### src/rtl/conv_seq_pkg.sv
package conv_seq_pkg;
  // ----------------------------------------
  // Widths
  // ----------------------------------------
  localparam int ADDR_W = 16;
  localparam int DATA_W = 16;
  localparam int RES_W  = 10;
  localparam int CHAN_W = 3;
  localparam int IRQ_W  = 3;
  localparam int CNT_W  = 8;

  // ----------------------------------------
  // Register offsets
  // ----------------------------------------
  localparam logic [ADDR_W-1:0] OFS_CTRL1    = 16'h7032;
  localparam logic [ADDR_W-1:0] OFS_CTRL2    = 16'h7034;
  localparam logic [ADDR_W-1:0] OFS_FIFO_A   = 16'h7036;
  localparam logic [ADDR_W-1:0] OFS_FIFO_B   = 16'h7038;
  localparam logic [ADDR_W-1:0] OFS_IRQ_STAT = 16'h703a;
  localparam logic [ADDR_W-1:0] OFS_IRQ_MASK = 16'h703c;

  // ----------------------------------------
  // Field positions and reset values
  // ----------------------------------------
  localparam int C2_SW_START = 0;
  localparam int C2_EXT_EN   = 1;
  localparam int C2_TMR_EN   = 2;
  localparam int IRQ_EOC     = 0;
  localparam int IRQ_OVF     = 1;
  localparam int IRQ_TMO     = 2;
  localparam logic [DATA_W-1:0] CTRL1_RST   = 16'h0000;
  localparam logic [DATA_W-1:0] CTRL1_WMASK = 16'h0fff;
  localparam logic [IRQ_W-1:0]  MASK_RST    = 3'h0;
  localparam logic [1:0]        FIFO_FULL   = 2'h2;

  // ----------------------------------------
  // Timing
  // ----------------------------------------
  localparam int CLK_PERIOD_NS = 10;
  localparam int CONV_MAX_NS   = 1000;
  localparam int PAIR_NS       = 1700;
  localparam int CONV_MAX_CYC  = CONV_MAX_NS / CLK_PERIOD_NS;
  localparam int PAIR_CYC      = (PAIR_NS + CLK_PERIOD_NS - 1) / CLK_PERIOD_NS;
  localparam logic [CNT_W-1:0] TMO_LIMIT  = CNT_W'(CONV_MAX_CYC);
  localparam logic [CNT_W-1:0] PAIR_LIMIT = CNT_W'(PAIR_CYC);

  // ----------------------------------------
  // Types
  // ----------------------------------------
  typedef enum logic [1:0] {
    ST_IDLE   = 2'b00,
    ST_CONV_A = 2'b01,
    ST_CONV_B = 2'b10,
    ST_GAP    = 2'b11
  } seq_state_t;

  typedef struct packed {
    logic [3:0]        rsvd;
    logic [3:0]        prescale;
    logic              immediate;
    logic              continuous;
    logic [CHAN_W-1:0] chan_b;
    logic [CHAN_W-1:0] chan_a;
  } ctrl1_t;

  typedef struct packed {
    logic              start;
    logic              clk_en;
    logic [CHAN_W-1:0] chan;
  } core_req_t;

  typedef struct packed {
    logic             done;
    logic [RES_W-1:0] result;
  } core_rsp_t;

  typedef struct packed {
    logic [1:0]       cnt;
    logic [RES_W-1:0] m1;
    logic [RES_W-1:0] m0;
  } fifo_t;
endpackage : conv_seq_pkg

### src/rtl/dual_result_conversion_sequencer.sv
`timescale 1ns/1ps
// How it works
// Single mode runs one pair per request; continuous mode repeats pairs unasked.
// Continuous pairs start one pair period apart, counted in prescaled ticks.
// Each pseudo converter owns a result FIFO two entries deep.
// A push into a full FIFO drops the oldest entry and flags overflow.
// Starts come from a software write, pin transitions or timer events.
// Control register 1 is written freely; a working copy feeds the sequencer.
// Immediate bit chooses restart now or hold request until pair ends.
// Single mode sets end flag per pair; irq only when unmasked.
// One request runs converter A then converter B back to back.
// Each pseudo converter has a three-bit channel select for eight inputs.
// Results are ten-bit codes, 1024 steps across the reference span.
// Results land in the FIFO of the pseudo converter that made them.
// Working copy reloads only when idle, between pairs or on restart.
// A conversion not done within one microsecond of ticks is aborted.
// Drive start and channel to core, latch result on done, then push.
module dual_result_conversion_sequencer (
  // Clock, reset, enable
  input  wire logic                              i_mclk,
  input  wire logic                              i_rstn,
  input  wire logic                              i_ce,
  // Register port
  input  wire logic [conv_seq_pkg::ADDR_W-1:0]   i_addr,
  input  wire logic [conv_seq_pkg::DATA_W-1:0]   i_wdata,
  input  wire logic                              i_wr,
  input  wire logic                              i_rd,
  output logic      [conv_seq_pkg::DATA_W-1:0]   o_rdata,
  // Start sources
  input  wire logic                              i_ext_start_pin,
  input  wire logic                              i_timer_trig,
  // Converter core
  output conv_seq_pkg::core_req_t                o_core,
  input  wire conv_seq_pkg::core_rsp_t           i_core,
  // Interrupt
  output logic                                   o_periph_irq
);
  import conv_seq_pkg::*;

  // ----------------------------------------
  // State
  // ----------------------------------------
  logic                ext_s1_r;
  logic                ext_s2_r;
  logic                ext_s3_r;
  ctrl1_t              ctrl1_r;
  ctrl1_t              act_r;
  logic                ext_en_r;
  logic                tmr_en_r;
  logic [IRQ_W-1:0]    stat_r;
  logic [IRQ_W-1:0]    mask_r;
  seq_state_t          state_r;
  seq_state_t          state_nxt;
  logic                pend_r;
  logic [3:0]          presc_cnt_r;
  logic [CNT_W-1:0]    tmo_cnt_r;
  logic [CNT_W-1:0]    gap_cnt_r;
  fifo_t               fifo_r [2];
  logic                push_a_r;
  logic                push_b_r;
  logic [RES_W-1:0]    res_r;
  core_req_t           core_r;
  logic [DATA_W-1:0]   rdata_r;
  logic [DATA_W-1:0]   rdata_nxt;
  logic                irq_r;
  logic                go_a;
  logic                go_b;
  logic                pair_go;

  // ----------------------------------------
  // FIFO step: pop first, then push
  // ----------------------------------------
  // Full push shifts out the oldest so the newest two always survive
  function automatic fifo_t fifo_step(input fifo_t f, input logic push,
                                      input logic pop, input logic [RES_W-1:0] d);
    fifo_t n;
    n = f;
    if (pop && (f.cnt != 2'h0)) begin
      n.m0  = f.m1;
      n.cnt = f.cnt - 2'h1;
    end
    if (push) begin
      if (n.cnt == 2'h0) begin
        n.m0 = d;
      end else if (n.cnt == 2'h1) begin
        n.m1 = d;
      end else begin
        n.m0 = n.m1;
        n.m1 = d;
      end
      if (n.cnt != FIFO_FULL) begin
        n.cnt = n.cnt + 2'h1;
      end
    end
    return n;
  endfunction : fifo_step

  // ----------------------------------------
  // Start pin synchroniser
  // ----------------------------------------
  // Third flop only feeds the edge detector; first flop is left alone
  always_ff @(posedge i_mclk or negedge i_rstn) begin
    if (!i_rstn) begin
      ext_s1_r <= 1'b0;
      ext_s2_r <= 1'b0;
      ext_s3_r <= 1'b0;
    end else if (i_ce) begin
      ext_s1_r <= i_ext_start_pin;
      ext_s2_r <= ext_s1_r;
      ext_s3_r <= ext_s2_r;
    end
  end

  // ----------------------------------------
  // Address decode and strobes
  // ----------------------------------------
  wire sel_c1 = (i_addr == OFS_CTRL1);
  wire sel_c2 = (i_addr == OFS_CTRL2);
  wire sel_fa = (i_addr == OFS_FIFO_A);
  wire sel_fb = (i_addr == OFS_FIFO_B);
  wire sel_st = (i_addr == OFS_IRQ_STAT);
  wire sel_mk = (i_addr == OFS_IRQ_MASK);
  wire wr_c1  = i_wr & sel_c1;
  wire wr_c2  = i_wr & sel_c2;
  wire wr_st  = i_wr & sel_st;
  wire wr_mk  = i_wr & sel_mk;
  wire pop_a  = i_rd & sel_fa;
  wire pop_b  = i_rd & sel_fb;

  // ----------------------------------------
  // Trigger sources and sequencing terms
  // ----------------------------------------
  // Any pin transition counts, rising or falling
  wire ext_edge = ext_s2_r ^ ext_s3_r;
  wire sw_start = wr_c2 & i_wdata[C2_SW_START];
  wire trig     = sw_start | (ext_en_r & ext_edge) | (tmr_en_r & i_timer_trig);
  wire busy     = (state_r != ST_IDLE);
  wire in_conv  = (state_r == ST_CONV_A) | (state_r == ST_CONV_B);
  // Immediate bit is not shadowed: it decides how this very request lands
  wire restart  = trig & busy & ctrl1_r.immediate;
  wire core_done = i_core.done & in_conv;
  wire tick     = (presc_cnt_r == act_r.prescale);
  // Next pair fires on the tick that completes the period, not one tick later
  wire gap_done = tick & (gap_cnt_r >= PAIR_LIMIT - 8'h01);
  wire tmo_hit  = in_conv & (tmo_cnt_r == TMO_LIMIT) & ~core_done & ~restart;
  wire pair_end = (state_r == ST_CONV_B) & core_done & ~restart;
  // Working copy may reload only outside a conversion or on a restart
  wire apply    = (state_r == ST_IDLE) | (state_r == ST_GAP) | pair_end | restart;
  wire ctrl1_t cfg = apply ? ctrl1_r : act_r;

  // ----------------------------------------
  // Sequencer next state
  // ----------------------------------------
  always_comb begin
    state_nxt = state_r;
    go_a      = 1'b0;
    go_b      = 1'b0;
    pair_go   = 1'b0;
    case (state_r)
      ST_IDLE: begin
        if (trig || pend_r) begin
          state_nxt = ST_CONV_A;
          go_a      = 1'b1;
          pair_go   = 1'b1;
        end
      end
      ST_CONV_A: begin
        if (restart) begin
          go_a = 1'b1;
        end else if (core_done) begin
          state_nxt = ST_CONV_B;
          go_b      = 1'b1;
        end else if (tmo_hit) begin
          state_nxt = ST_IDLE;
        end
      end
      ST_CONV_B: begin
        if (restart) begin
          state_nxt = ST_CONV_A;
          go_a      = 1'b1;
        end else if (pair_end) begin
          if (cfg.continuous) begin
            state_nxt = ST_GAP;
          end else if (trig || pend_r) begin
            state_nxt = ST_CONV_A;
            go_a      = 1'b1;
            pair_go   = 1'b1;
          end else begin
            state_nxt = ST_IDLE;
          end
        end else if (tmo_hit) begin
          state_nxt = ST_IDLE;
        end
      end
      ST_GAP: begin
        if (restart) begin
          state_nxt = ST_CONV_A;
          go_a      = 1'b1;
        end else if (!cfg.continuous) begin
          state_nxt = ST_IDLE;
        end else if (gap_done) begin
          state_nxt = ST_CONV_A;
          go_a      = 1'b1;
          pair_go   = 1'b1;
        end
      end
      default: state_nxt = ST_IDLE;
    endcase
  end

  // ----------------------------------------
  // Sequencer registers
  // ----------------------------------------
  // A deferred request is held until a pair actually begins
  wire pend_nxt = (pend_r | (trig & busy & ~ctrl1_r.immediate)) & ~pair_go;
  always_ff @(posedge i_mclk or negedge i_rstn) begin
    if (!i_rstn) begin
      state_r <= ST_IDLE;
      pend_r  <= 1'b0;
      act_r   <= ctrl1_t'(CTRL1_RST);
    end else if (i_ce) begin
      state_r <= state_nxt;
      pend_r  <= pend_nxt;
      act_r   <= cfg;
    end
  end

  // Prescaler, timeout and pair period counters
  always_ff @(posedge i_mclk or negedge i_rstn) begin
    if (!i_rstn) begin
      presc_cnt_r <= 4'h0;
      tmo_cnt_r   <= '0;
      gap_cnt_r   <= '0;
    end else if (i_ce) begin
      presc_cnt_r <= tick ? 4'h0 : presc_cnt_r + 4'h1;
      if (go_a || go_b) begin
        tmo_cnt_r <= '0;
      end else if (in_conv && tick && (tmo_cnt_r != TMO_LIMIT)) begin
        tmo_cnt_r <= tmo_cnt_r + 8'h01;
      end
      if (go_a) begin
        gap_cnt_r <= '0;
      end else if (tick && (gap_cnt_r != PAIR_LIMIT)) begin
        gap_cnt_r <= gap_cnt_r + 8'h01;
      end
    end
  end

  // ----------------------------------------
  // Converter core request and result latch
  // ----------------------------------------
  always_ff @(posedge i_mclk or negedge i_rstn) begin
    if (!i_rstn) begin
      core_r   <= '0;
      res_r    <= '0;
      push_a_r <= 1'b0;
      push_b_r <= 1'b0;
    end else if (i_ce) begin
      core_r.start  <= go_a | go_b;
      core_r.clk_en <= tick;
      if (go_b) begin
        core_r.chan <= cfg.chan_b;
      end else if (go_a) begin
        core_r.chan <= cfg.chan_a;
      end
      if (go_b || pair_end) begin
        res_r <= i_core.result;
      end
      push_a_r <= go_b;
      push_b_r <= pair_end;
    end
  end

  // ----------------------------------------
  // Result FIFOs
  // ----------------------------------------
  fifo_t fa_nxt;
  fifo_t fb_nxt;
  assign fa_nxt = fifo_step(fifo_r[0], push_a_r, pop_a, res_r);
  assign fb_nxt = fifo_step(fifo_r[1], push_b_r, pop_b, res_r);
  wire ovf_a = push_a_r & ~pop_a & (fifo_r[0].cnt == FIFO_FULL);
  wire ovf_b = push_b_r & ~pop_b & (fifo_r[1].cnt == FIFO_FULL);
  always_ff @(posedge i_mclk or negedge i_rstn) begin
    if (!i_rstn) begin
      fifo_r[0] <= '0;
      fifo_r[1] <= '0;
    end else if (i_ce) begin
      fifo_r[0] <= fa_nxt;
      fifo_r[1] <= fb_nxt;
    end
  end

  // ----------------------------------------
  // Control, status and mask registers
  // ----------------------------------------
  // Set beats a same-cycle write-one clear
  wire [IRQ_W-1:0] ev = {tmo_hit, ovf_a | ovf_b, pair_end & ~cfg.continuous};
  wire [IRQ_W-1:0] st_clr = wr_st ? i_wdata[IRQ_W-1:0] : 3'h0;
  wire [IRQ_W-1:0] stat_nxt = (stat_r & ~st_clr) | ev;
  always_ff @(posedge i_mclk or negedge i_rstn) begin
    if (!i_rstn) begin
      ctrl1_r  <= ctrl1_t'(CTRL1_RST);
      ext_en_r <= 1'b0;
      tmr_en_r <= 1'b0;
      stat_r   <= '0;
      mask_r   <= MASK_RST;
      irq_r    <= 1'b0;
    end else if (i_ce) begin
      if (wr_c1) begin
        ctrl1_r <= ctrl1_t'(i_wdata & CTRL1_WMASK);
      end
      if (wr_c2) begin
        ext_en_r <= i_wdata[C2_EXT_EN];
        tmr_en_r <= i_wdata[C2_TMR_EN];
      end
      if (wr_mk) begin
        mask_r <= i_wdata[IRQ_W-1:0];
      end
      stat_r <= stat_nxt;
      irq_r  <= |(stat_r & mask_r);
    end
  end

  // ----------------------------------------
  // Read data
  // ----------------------------------------
  // Empty FIFO reads as zero and pops nothing
  always_comb begin
    rdata_nxt = 16'h0000;
    if (sel_c1) begin
      rdata_nxt = ctrl1_r;
    end else if (sel_c2) begin
      rdata_nxt = {8'h00, fifo_r[1].cnt, fifo_r[0].cnt, busy, tmr_en_r, ext_en_r, 1'b0};
    end else if (sel_fa) begin
      rdata_nxt = (fifo_r[0].cnt != 2'h0) ? {6'h00, fifo_r[0].m0} : 16'h0000;
    end else if (sel_fb) begin
      rdata_nxt = (fifo_r[1].cnt != 2'h0) ? {6'h00, fifo_r[1].m0} : 16'h0000;
    end else if (sel_st) begin
      rdata_nxt = {13'h0000, stat_r};
    end else if (sel_mk) begin
      rdata_nxt = {13'h0000, mask_r};
    end
  end

  always_ff @(posedge i_mclk or negedge i_rstn) begin
    if (!i_rstn) begin
      rdata_r <= '0;
    end else if (i_ce) begin
      rdata_r <= i_rd ? rdata_nxt : 16'h0000;
    end
  end

  assign o_rdata      = rdata_r;
  assign o_core       = core_r;
  assign o_periph_irq = irq_r;
endmodule : dual_result_conversion_sequencer

### config.mk
export PLATFORM = sky130hd
export DESIGN_NAME = dual_result_conversion_sequencer
export DESIGN_NICKNAME = d
export VERILOG_FILES = /design/src/rtl/conv_seq_pkg.sv /design/src/rtl/dual_result_conversion_sequencer.sv
export SDC_FILE = /design/constraint.sdc
export NUM_CORES = 1
export LEC_CHECK = 0
export BUFFER_PORTS_ARGS = -buffer_cell sky130_fd_sc_hd__buf_4
export CAP_MARGIN = 25
export CORE_MARGIN = 2
export CORE_UTILIZATION = 54
export DETAILED_ROUTE_END_ITERATION = 10
export MAX_ROUTING_LAYER = met4
export PLACE_DENSITY = 0.82
export SYNTH_ARGS = -nofsm -noshare
export SYNTH_HDL_FRONTEND = slang
export SYNTH_SLANG_ARGS = --single-unit
### constraint.sdc
create_clock -name i_mclk -period 2.9 [get_ports i_mclk]
set_input_delay 0.29 -clock i_mclk [delete_from_list [all_inputs] [get_ports i_mclk]]
set_output_delay 0.29 -clock i_mclk [all_outputs]
set_load 0.01 [all_outputs]
---- Word-level counts from Yosys, hierarchy flattened ----
Cells that the tools add are included.
storage, ports and cells
  output and inout bits ................... 22
  flip-flop bits (word level) ............. 135
  word-level logic and storage cells ...... 201
  bits of input ports ..................... 50
operators by class
  add/subtract/negate cells ............... 7
  reduce and logical (&&, ||, !) cells .... 29
  equality and inequality tests ........... 22
  mux-type cells .......................... 59
  bitwise operators ....................... 48
  magnitude comparators ................... 1
operators by type and width
  cell                                                                number
  10-bit 2-to-1 mux                                                   13
  16-bit by 15-bit == test with 1-bit output (second input constant)  6
  22-bit 2-to-1 mux                                                   2
  8-bit 2-to-1 mux                                                    4
  2-bit 2-to-1 mux                                                    14
  1-bit AND                                                           25
  8-bit by 1-bit adder with 8-bit output (second input constant)      2
  16-bit 2-to-1 mux                                                   1
  2-bit AND reduction                                                 8
  3-bit 2-to-1 mux                                                    5
  1-bit 2-to-1 mux                                                    14
  12-bit 2-to-1 mux                                                   1
  2-bit nonzero test                                                  6
  1-bit NOT                                                           9
  1-bit OR                                                            9
  2-bit == test (second input constant)                               4
  8-bit by 7-bit == test with 1-bit output (second input constant)    1
  8-bit greater-or-equal comparator (second input constant)           1
  8-bit by 7-bit != test with 1-bit output (second input constant)    1
  8-bit != test (second input constant)                               1
  2-bit case mux with 4 select lines                                  1
  7-bit 2-to-1 mux                                                    1
  3-bit AND                                                           2
  2-bit by 1-bit == test with 1-bit output (second input constant)    3
  19 further kinds                                                    32

---- Longest topological paths before layout ----
Gate-level depths: netlist (run 1).
  depth after elaboration ................. 19
  gate-level depth with buffers ........... 15
  gate-level depth less buffers ........... 13

---- Worst setup path before layout (run 1) ----
OpenSTA, ideal clock, no wires.
  path type ............................... input port to flip-flop
  start point ............................. input i_addr[7] in the netlist's numbering
  end point ............................... register fifo_r[25] in the netlist's numbering
  buffers on the path ..................... 2
  cell stages on the path ................. 14
  slack ................................... -286 ps
  required time ........................... 2763 ps
  data arrival time ....................... 3049 ps
  library setup time ...................... 137 ps
  cells stage by stage .................... nor4b_1 > nand4b_1 > nor4_1 > nand2_1 > clkbuf_1 > xnor2_1 > inv_1 > ha_1 > or2_2 > clkbuf_1 > o22ai_1 > nand2_1 > o31ai_1 > a21oi_1
between the ends
  word-level cells in the longest chain between the ends .. 8
  elaborated cells on any way between the ends .. 10
  those cells by class .................... eq/ne (2); mux (5); bitwise (1); reduce/logical (2)
ends and longest elaborated chain
  element                                         RTL line                                 source
  start, declared                                 dual_result_conversion_sequencer.sv:24   input wire logic [conv_seq_pkg::ADDR_W-1:0] i_addr,
  16-bit by 15-bit == test with 1-bit output (*)  dual_result_conversion_sequencer.sv:119  wire sel_fa = (i_addr == OFS_FIFO_A);
  1-bit AND (*)                                   dual_result_conversion_sequencer.sv:127  wire pop_a = i_rd & sel_fa;
  1-bit logical AND (*)                           dual_result_conversion_sequencer.sv:78   if (pop && (f.cnt != 2'h0)) begin
  2-bit 2-to-1 mux                                dual_result_conversion_sequencer.sv:78
  2-bit by 1-bit == test with 1-bit output        dual_result_conversion_sequencer.sv:85   end else if (n.cnt == 2'h1) begin
  10-bit 2-to-1 mux                               dual_result_conversion_sequencer.sv:85
  10-bit 2-to-1 mux                               dual_result_conversion_sequencer.sv:83   if (n.cnt == 2'h0) begin
  22-bit 2-to-1 mux (*)                           dual_result_conversion_sequencer.sv:82   if (push) begin
  end, declared                                   dual_result_conversion_sequencer.sv:58   fifo_t fifo_r [2];
Mark *: on every way between the ends. The rest lies on a longest branch, timed or not.
A chain may end at the register's enable or synchronous reset.

---- Final worst setup path (run 1) ----
  start point ............................. register fifo_r[20] in the netlist's numbering
  end point ............................... register fifo_r[1] in the netlist's numbering
between the ends
  word-level cells in the longest chain between the ends .. 7
  elaborated cells on any way between the ends .. 10
  those cells by class .................... add/sub (1); eq/ne (1); mux (5); reduce/logical (3)
ends and longest elaborated chain
  element                                                                                              RTL line
  parallel branches: the longest is 6 deep, another holds 2-bit by 1-bit subtractor with 2-bit output  --
  22-bit 2-to-1 mux (*)                                                                                dual_result_conversion_sequencer.sv:82
Every way passes the cells marked *.

==> flow_summary.json, run 1 <==
{
  "coreArea_um2": 13300,
  "viasPerCell": 6.42,
  "layout.nets": 894,
  "fill_cells": 976,
  "clock_latency_ns": 0.42,
  "critical_path.top_delay_family": "simple AND/OR/NAND/NOR gates",
  "critPathMaxFanout": 8,
  "arrival_ns": 3.03,
  "pre_cts_ws_ns": -0.0951,
  "layout_common_cells": "dfrtp_1 (131), buf_4 (108), nand2_1 (70), mux2_2 (66), a21oi_1 (53)",
  "fin_total_pwr_mw": 7.54,
  "critPathLaunchType": "register",
  "clkSinkCount": 131,
  "reg2reg_slack_ns": 0.17,
  "ys.flop_type": "dfrtp_1",
  "synth-edff-count": 0,
  "p_per_area_nw_per_um2": 843,
  "rsz0062_at_grt": "false",
  "cts_root_buf": "clkbuf_16",
  "htreeDepth": 4,
  "synth_warnings": 0,
  "hold_path.class": "input pin to register",
  "antenna_found_initial": 0,
  "rows": 42,
  "max-cap-violations": 0,
  "max_slew_margin": 0.495,
  "grt_overflow": 0,
  "avgSynthCellArea_um2": 9.98,
  "start_util": 0.555,
  "slew_viol_final": 0,
  "fin_util": 0.673,
  "post-route-drc-count": 0,
  "path_class": "register to register",
  "drive_above_1_share": 0.303,
  "dieArea_um2": 14600,
  "fin_ws_ns": 0.173,
  "critical_path.max_stage_delay_ns": 0.39,
  "wire_per_inst_um": 19.4,
  "dr.pass1.iters": 6,
  "gp_congestion": 0.969,
  "worstPathRequired_ns": 3.21,
  "area_delta_synth_final_pct": 21.2,
  "clock_skew_ns": 0.00632,
  "cts_tree": "yes",
  "cpMaxStageDelayCell": "dfrtp_1",
  "io_buffers": 63,
  "final_cells": 1014,
  "syn_inst": 740,
  "drt-total-wl_mm": 19.7,
  "cts_made_buffers": 17,
  "synth-seq-cells": 131,
  "crit_top_cell": "ha_2",
  "synth.distinct_cells": 67,
  "clkTransAtPathRegs_ns": 0.06,
  "place_hpwl_mm": 13.8,
  "crit_path_end_kind": "register",
  "yosysSeqAreaShare": 0.444,
  "final_area_um2": 8950,
  "setup_viol": 0,
  "worst_pin_slew_ns": 0.758,
  "hold_viol_final": 0,
  "cts_buffer_depth": 2,
  "track_usage": 0.287,
  "pin_count": 72,
  "path_buf_inv": 2,
  "ant_nets": 0,
  "status": "completed",
  "drt-initial-drc-count": 802,
  "dpl_cell_area_um2": 8330,
  "worstPathCellList": "inv_1, ha_2, nor4b_4, nand2_2, nor2_1, a21oi_2, buf_4, ha_2, or2_2, o22ai_1, a21oi_1, o22a_1",
  "setup_tns_ns": 0,
  "num_vias": 6505,
  "ir_drop_uv": 665,
  "diodes": 0,
  "period_needed_ns": 2.73,
  "hold_ws_ns": 0.101,
  "die_h_um": 121,
  "fp.dieW_um": 121,
  "max_freq_mhz": 367,
  "post-place-cells": 976,
  "grt_pass1_vias": 6543,
  "grt_max_degree": 83,
  "grt_pass1_wl_mm": 32.2,
  "async_flop_share": 1.00,
  "p_leak_nw": 3.97,
  "mostFrequentLayoutCell": "dfrtp_1",
  "netlist_area_um2": 7380,
  "fin_crit_sh": 0.940
}
[worst paths after layout]
path                                 start            to  depth (start not counted)
worst max-delay path            fifo_r[20]     fifo_r[1]                         12
worst max register to register  fifo_r[20]     fifo_r[1]                         12
worst min register to register   o_core[4]     o_core[4]                          1
min in group asynchronous           i_rstn  tmo_cnt_r[7]                          2
worst min-delay path            i_wdata[6]    ctrl1_r[6]                          2
max in group asynchronous           i_rstn      res_r[0]                          3
[power by group]
| group | leakage [nW] | switching (mW) | internal [mW] |
|---|---|---|---|
| clock network | 0.258 | 0.810 | 1.13 |
| registers | 1.69 | 0.586 | 2.31 |
| logic | 2.02 | 1.40 | 1.31 |
| total | 3.97 | 2.79 | 4.75 |
[synthesized netlist by cell type (3+ instances only)]
cell type / instances / area (µm²)
dfrtp_1: 131 / 3280
nand2_1: 72 / 270
mux2_2: 66 / 743
a21oi_1: 54 / 270
clkbuf_1: 40 / 150
inv_1: 33 / 124
o21ai_0: 33 / 165
o22ai_1: 26 / 163
nor2_1: 21 / 78.8
ha_1: 19 / 238
o31ai_1: 19 / 143
a31oi_1: 16 / 100
nand3_1: 16 / 80.1
o2bb2ai_1: 12 / 105
a21boi_0: 11 / 82.6
nor3_1: 11 / 55.1
mux2i_1: 10 / 100
o21ba_2: 10 / 100
a22o_1: 9 / 78.8
nand4_1: 8 / 50.1
nor3b_1: 8 / 60.1
a21o_1: 6 / 45.0
buf_4: 6 / 45.0
o22a_1: 6 / 52.6
or3_1: 6 / 37.5
a221oi_1: 5 / 43.8
nand2b_1: 5 / 31.3
nor4_1: 5 / 31.3
xor2_1: 5 / 43.8
a222oi_1: 4 / 40.0
and2_1: 4 / 25.0
and3_1: 4 / 25.0
nor2b_1: 4 / 25.0
or2_2: 4 / 25.0
a22oi_1: 3 / 22.5
nor4b_1: 3 / 26.3
nor4b_2: 3 / 45.0
o21a_1: 3 / 22.5
o221ai_1: 3 / 26.3
[per-layer routing]
layer | track usage | vias to the layer above | part of all wire
li1 | - | 2934 | -
met1 | 0.341 | 3189 | 0.40
met2 | 0.459 | 317 | 0.49
met3 | 0.0677 | 65 | 0.067
met4 | 0.145 | 0 | 0.044
met5 | - | - | 0
[logic make-up after synthesis]
family | count (synthesis) | synth area share
AOI/OAI and AO/OA | 238 | 0.222
and+or+nand+nor | 185 | 0.134
DFF | 131 | 0.444
buffers and inverters | 83 | 0.0456
muxes | 76 | 0.114
adders and majority gates | 19 | 0.0322
xor gates and xnor gates | 7 | 0.00830
other | 1 | 0.000508
[cell type report]
| class | instances | area (µm²) | share of cell area |
|---|---|---|---|
| clock buffers | 20 | 457 | 0.0510 |
| clock inverters | 12 | 85.1 | 0.00951 |
| inverters | 34 | 131 | 0.0147 |
| multi-input cells | 529 | 3900 | 0.435 |
| flip-flops and latches | 131 | 3280 | 0.366 |
| well taps | 176 | 220 | 0.0246 |
| repair buffers | 112 | 881 | 0.0984 |
[sequential cells by signal, indices dropped and copies added (netlist names), 4 cells and up]
name,count
act_r,11
fifo_r,44
res_r,10
o_rdata,12
gap_cnt_r,8
ctrl1_r,12
o_core,5
tmo_cnt_r,8
presc_cnt_r,4
[what timing repair did]
item | in CTS | in global routing
hold buffers | 1 | 0
hold endpoints to repair | 49 | 0
setup buffers | 0 | 5
gates resized for setup | 0 | 4
setup endpoints to repair | 0 | 20
No activity file was read; power rests on OpenSTA's default activity.
==> inputs of run 2 (changes only) <==
Settings changed: PLACE_DENSITY 0.82 to 0.74.
==> run 2 against run 1 <==
Against the previous run: non-clock buffer count increased by 6; global-route usage up 1.0 points; largest power group unchanged; flip-flop and latch count stayed put; wire length up 3.4%; sequential share of layout area shrank 0.32 points; worst hold slack worse by 0.0041 ns; largest cell class unchanged; die area did not move; via count barely moved; combinational power grew 1%; final cell count rose by 0.59%.
==> flow_summary.json, run 2 (synthesis gave the netlist of run 1 again) <==
{
  "track_usage": 0.297,
  "critPathLaunchType": "register",
  "wire_per_inst_um": 19.9,
  "slew_viol_final": 0,
  "grt_max_degree": 61,
  "htreeDepth": 4,
  "worst_pin_slew_ns": 0.827,
  "cts_buffer_depth": 2,
  "dieArea_um2": 14600,
  "arrival_ns": 3.04,
  "hold_ws_ns": 0.0968,
  "coreArea_um2": 13300,
  "rsz0062_at_grt": "false",
  "setup_viol": 0,
  "clkSinkCount": 131,
  "mostFrequentLayoutCell": "dfrtp_1",
  "diodes": 0,
  "rows": 42,
  "drt-initial-drc-count": 722,
  "p_per_area_nw_per_um2": 859,
  "layout_common_cells": "dfrtp_1 (130), buf_4 (113), nand2_1 (70), mux2_2 (66), a21oi_1 (53)",
  "cts_made_buffers": 17,
  "grt_pass1_wl_mm": 32.9,
  "drive_above_1_share": 0.310,
  "max-cap-violations": 0,
  "fin_util": 0.679,
  "clock_latency_ns": 0.42,
  "status": "completed",
  "crit_path_end_kind": "register",
  "fp.dieW_um": 121,
  "clkTransAtPathRegs_ns": 0.06,
  "die_h_um": 121,
  "grt_overflow": 0,
  "drt-total-wl_mm": 20.3,
  "path_class": "register to register",
  "largest_reg_flops": 44,
  "clock_skew_ns": 0.0105,
  "gp_congestion": 0.914,
  "ant_nets": 0,
  "worstPathRequired_ns": 3.22,
  "hold_viol_final": 0,
  "layout.nets": 900,
  "fin_crit_sh": 0.938,
  "dr.pass1.iters": 6,
  "post-route-drc-count": 0,
  "start_util": 0.555,
  "cts_root_buf": "clkbuf_16",
  "num_vias": 6503,
  "max_slew_margin": 0.449,
  "p_leak_nw": 4.03,
  "area_delta_synth_final_pct": 22.3,
  "antenna_found_initial": 0,
  "io_buffers": 63,
  "ir_drop_uv": 676,
  "cts_tree": "yes",
  "hold_path.class": "input pin to register",
  "max_freq_mhz": 368,
  "critPathMaxFanout": 9,
  "largest_register": "fifo_r",
  "period_needed_ns": 2.72,
  "viasPerCell": 6.38,
  "grt_pass1_vias": 6441,
  "place_hpwl_mm": 14.1,
  "pin_count": 72
}
run 2: cell count changes in the layout (fill, tap and decap cells not counted), sizes merged:
cell | previous run | this run
inv | 32 | 39
bufinv | 0 | 1
buf | 111 | 117
clkinv | 9 | 5
clkinvlp | 5 | 4
clkbuf | 20 | 17
run 2: final cells by class:
type | count | area (µm²)
inverters | 34 | 128
clock buffers | 17 | 425
multi-input cells | 529 | 3890
flip-flops and latches | 131 | 3280
repair buffers | 118 | 938
well taps | 176 | 220
clock inverters | 15 | 149
fillers | 996 | 4260
run 2: through the flow:
stage	power (mW)	setup WS (ns)	instance area (µm²)	setup TNS, ns	cells
global route	8.21	0.00456	9030	0	1020
floorplan	4.70	-0.131	7570	-1.84	743
detailed placement	5.59	-0.206	8430	-3.14	986
CTS	7.73	0.0777	9010	0	1019
global placement	5.47	-0.0498	8430	-0.379	986
finish	7.76	0.179	9030	0	1020
run 2: repair_timing:
| action | 4_1_cts | 5_1_grt |
|---|---|---|
| resized for setup | 0 | 7 |
| endpoints found under the hold margin | 43 | 0 |
| buffers inserted | 0 | 1 |
| hold buffers | 1 | 0 |
| endpoints found under the setup margin | 0 | 14 |
run 2: critical path, stage by stage, from the launching register on:
cell and delay [ns]:
dfrtp_1 0.38, inv_1 0.10, ha_1 0.29, nand2_1 0.22, a21boi_0 0.17, a31oi_1 0.18
o211ai_1 0.20, a211oi_4 0.31, buf_4 0.21, nand3_1 0.30, o22ai_1 0.25
run 2: report_power, final:
| group | switching [mW] | internal [mW] | total [mW] |
|---|---|---|---|
| sequential | 0.594 | 2.31 | 2.90 |
| clock | 0.906 | 1.20 | 2.11 |
| combinational | 1.41 | 1.35 | 2.75 |
| total | 2.91 | 4.85 | 7.76 |
run 2: path summary, 6_finish.rpt:
check / from / end / slack [ns] / cells past startpoint
min in group asynchronous: i_rstn / o_core[4] / 0.42 / 2
min reg2reg: o_core[4] / o_core[4] / 0.48 / 1
max: state_r[0] / tmo_cnt_r[4] / 0.18 / 10
max reg2reg: state_r[0] / tmo_cnt_r[4] / 0.18 / 10
min: i_wdata[6] / ctrl1_r[6] / 0.1 / 2
max in group asynchronous: i_rstn / fifo_r[34] / 1.66 / 3
run 2: metal layers:
| metal | vias up | routed length [µm] | GRT usage | part of all wire |
|---|---|---|---|---|
| met2 | 286 | 10100 | 0.482 | 0.50 |
| met4 | 0 | 458 | 0.108 | 0.023 |
| met1 | 3228 | 8440 | 0.373 | 0.42 |
| li1 | 2939 | - | - | - |
| met3 | 50 | 1320 | 0.0573 | 0.065 |
| met5 | - | 0 | - | 0 |
==> inputs of run 3 (changes only) <==
Settings changed: CORE_UTILIZATION 54 to 56, CTS_BUF_LIST set to sky130_fd_sc_hd__clkbuf_2, PLACE_DENSITY 0.74 to 0.76.
==> run 3 against run 2 <==
Against the previous run: sequential power down 1%; final cell count up 3.2%; wire length down 0.92%; largest cell class unchanged; largest power group unchanged; highest routed layer unchanged.
==> flow_summary.json, run 3 (synthesis gave the netlist of run 1 again) <==
{
  "critPathLaunchType": "register",
  "wire_per_inst_um": 19.1,
  "rsz0062_at_grt": "false",
  "met1_usage": 0.388,
  "max_slew_margin": 0.473,
  "drt-total-wl_mm": 20.1,
  "grt_use_met3": 0.0512,
  "largest_register": "fifo_r",
  "crit_path_end_kind": "register",
  "post-route-drc-count": 0,
  "status": "completed",
  "antenna_found_initial": 0,
  "io_buffers": 63,
  "gp_congestion": 0.921,
  "area_delta_synth_final_pct": 22.2,
  "r2r_cells": 10,
  "path_class": "register to register",
  "track_usage": 0.305,
  "dieArea_um2": 14100,
  "htreeDepth": 4,
  "worstPathRequired_ns": 3.56,
  "drt-initial-drc-count": 582,
  "grt_pass1_wl_mm": 33.2,
  "viasPerCell": 6.22,
  "r2r-end": "tmo_cnt_r[2]",
  "worstReg2RegStart": "state_r[0]",
  "coreArea_um2": 12700,
  "max_freq_mhz": 366,
  "num_vias": 6548,
  "grt_use_met2": 0.496,
  "hold_path.class": "input pin to asynchronous set/reset pin",
  "ir_drop_uv": 654,
  "p_leak_nw": 4.05,
  "hold_viol_final": 0,
  "final_area_um2": 9020,
  "arrival_ns": 3.39,
  "ant_nets": 0,
  "grt_overflow": 0,
  "clkSinkCount": 131,
  "start_util": 0.580,
  "fin_util": 0.709,
  "place_hpwl_mm": 14.3,
  "period_needed_ns": 2.73,
  "cts_made_buffers": 17,
  "critPathMaxFanout": 9,
  "worst_pin_slew_ns": 0.790,
  "grt_pass1_vias": 6569,
  "final_cells": 1053,
  "max-cap-violations": 0,
  "layout_common_cells": "dfrtp_1 (131), buf_4 (124), nand2_1 (69), mux2_2 (66), a21oi_1 (53)",
  "clkTransAtPathRegs_ns": 0.20,
  "grt_max_degree": 66,
  "cts_buffer_depth": 2,
  "p_per_area_nw_per_um2": 755,
  "fill_cells": 1007,
  "dr.pass1.iters": 5,
  "rows": 41,
  "hold_ws_ns": 0.0563,
  "setup_viol": 0,
  "fp.dieW_um": 119,
  "clock_latency_ns": 0.75,
  "post-place-cells": 992,
  "fin_crit_sh": 0.942,
  "cts_tree": "yes",
  "mostFrequentLayoutCell": "dfrtp_1",
  "dpl_cell_area_um2": 8500,
  "largest_reg_flops": 44,
  "pin_count": 72,
  "diodes": 0,
  "busiest_layer": "met2",
  "cts_root_buf": "clkbuf_2",
  "die_h_um": 119,
  "fin_total_pwr_mw": 6.81,
  "reg2reg_slack_ns": 0.17,
  "clock_skew_ns": 0.0204,
  "slew_viol_final": 0,
  "layout.nets": 937,
  "drive_above_1_share": 0.305
}
==> run 3: changes by cell type in the layout (fill, tap and decap cells not counted), moves of 2 or more <==
cell / previous run / this run
a21boi_0: 8 / 11
a21boi_1: 3 / 0
buf_4: 113 / 124
clkbuf_16: 17 / 0
clkbuf_2: 0 / 19
clkinv_1: 1 / 3
clkinvlp_4: 4 / 2
dlygate4sd3_1: 1 / 27
inv_6: 4 / 1
inv_8: 2 / 0
==> run 3: critical path, cell delays in order, from the launching register on <==
cell and delay [ns]:
dfrtp_1 0.44, inv_1 0.11, ha_1 0.24, nor2b_2 0.20, and3_1 0.23, a22o_1 0.16, o211ai_1 0.23, a211oi_4 0.36
buf_4 0.21, nand3_1 0.24, o22ai_1 0.21
==> run 3: worst max-delay path by stage <==
stage | slack [ns] | to | from
2_1_floorplan | -0.13 | fifo_r[6] | i_addr[9]
3_3_place_gp | -0.03 | fifo_r[0] | i_addr[9]
3_5_place_dp | -0.14 | fifo_r[0] | i_addr[9]
4_1_cts | 0.1 | tmo_cnt_r[2] | state_r[0]
5_1_grt | 0.02 | tmo_cnt_r[2] | state_r[0]
6_report | 0.17 | tmo_cnt_r[2] | state_r[0]
==> run 3: area by class of cell <==
cell class              count  area [µm²]  share of cell area
multi-input cells         529        3890               0.431
flip-flops and latches    131        3280               0.363
repair buffers            155        1280               0.142
well taps                 172         215              0.0239
clock inverters            13         136              0.0151
inverters                  34         128              0.0141
clock buffers              19        95.1              0.0105
==> run 3: per-stage QoR <==
| step | worst slack (ns) | setup TNS (ns) |
|---|---|---|
| floorplan | -0.131 | -1.84 |
| global placement | -0.0298 | -0.0298 |
| detailed placement | -0.137 | -0.706 |
| CTS | 0.0996 | 0 |
| global route | 0.0168 | 0 |
| finish | 0.169 | 0 |
==> run 3: repair_timing <==
| item | CTS | global route |
|---|---|---|
| hold buffers | 27 | 0 |
| gates resized for setup | 0 | 2 |
| hold endpoints to repair | 92 | 0 |
| setup buffers | 0 | 2 |
| endpoints found under the setup margin | 0 | 12 |
==> run 3: power by group <==
| group | switching, mW | internal [mW] |
|---|---|---|
| Combinational | 1.43 | 1.41 |
| Clock | 0.711 | 0.401 |
| Sequential | 0.566 | 2.29 |
==> run 3: layer usage <==
| layer | share of wire | wire length, µm |
|---|---|---|
| met2 | 0.50 | 10100 |
| met1 | 0.42 | 8400 |
| met5 | 0 | 0 |
| met4 | 0.020 | 397 |
| met3 | 0.060 | 1210 |
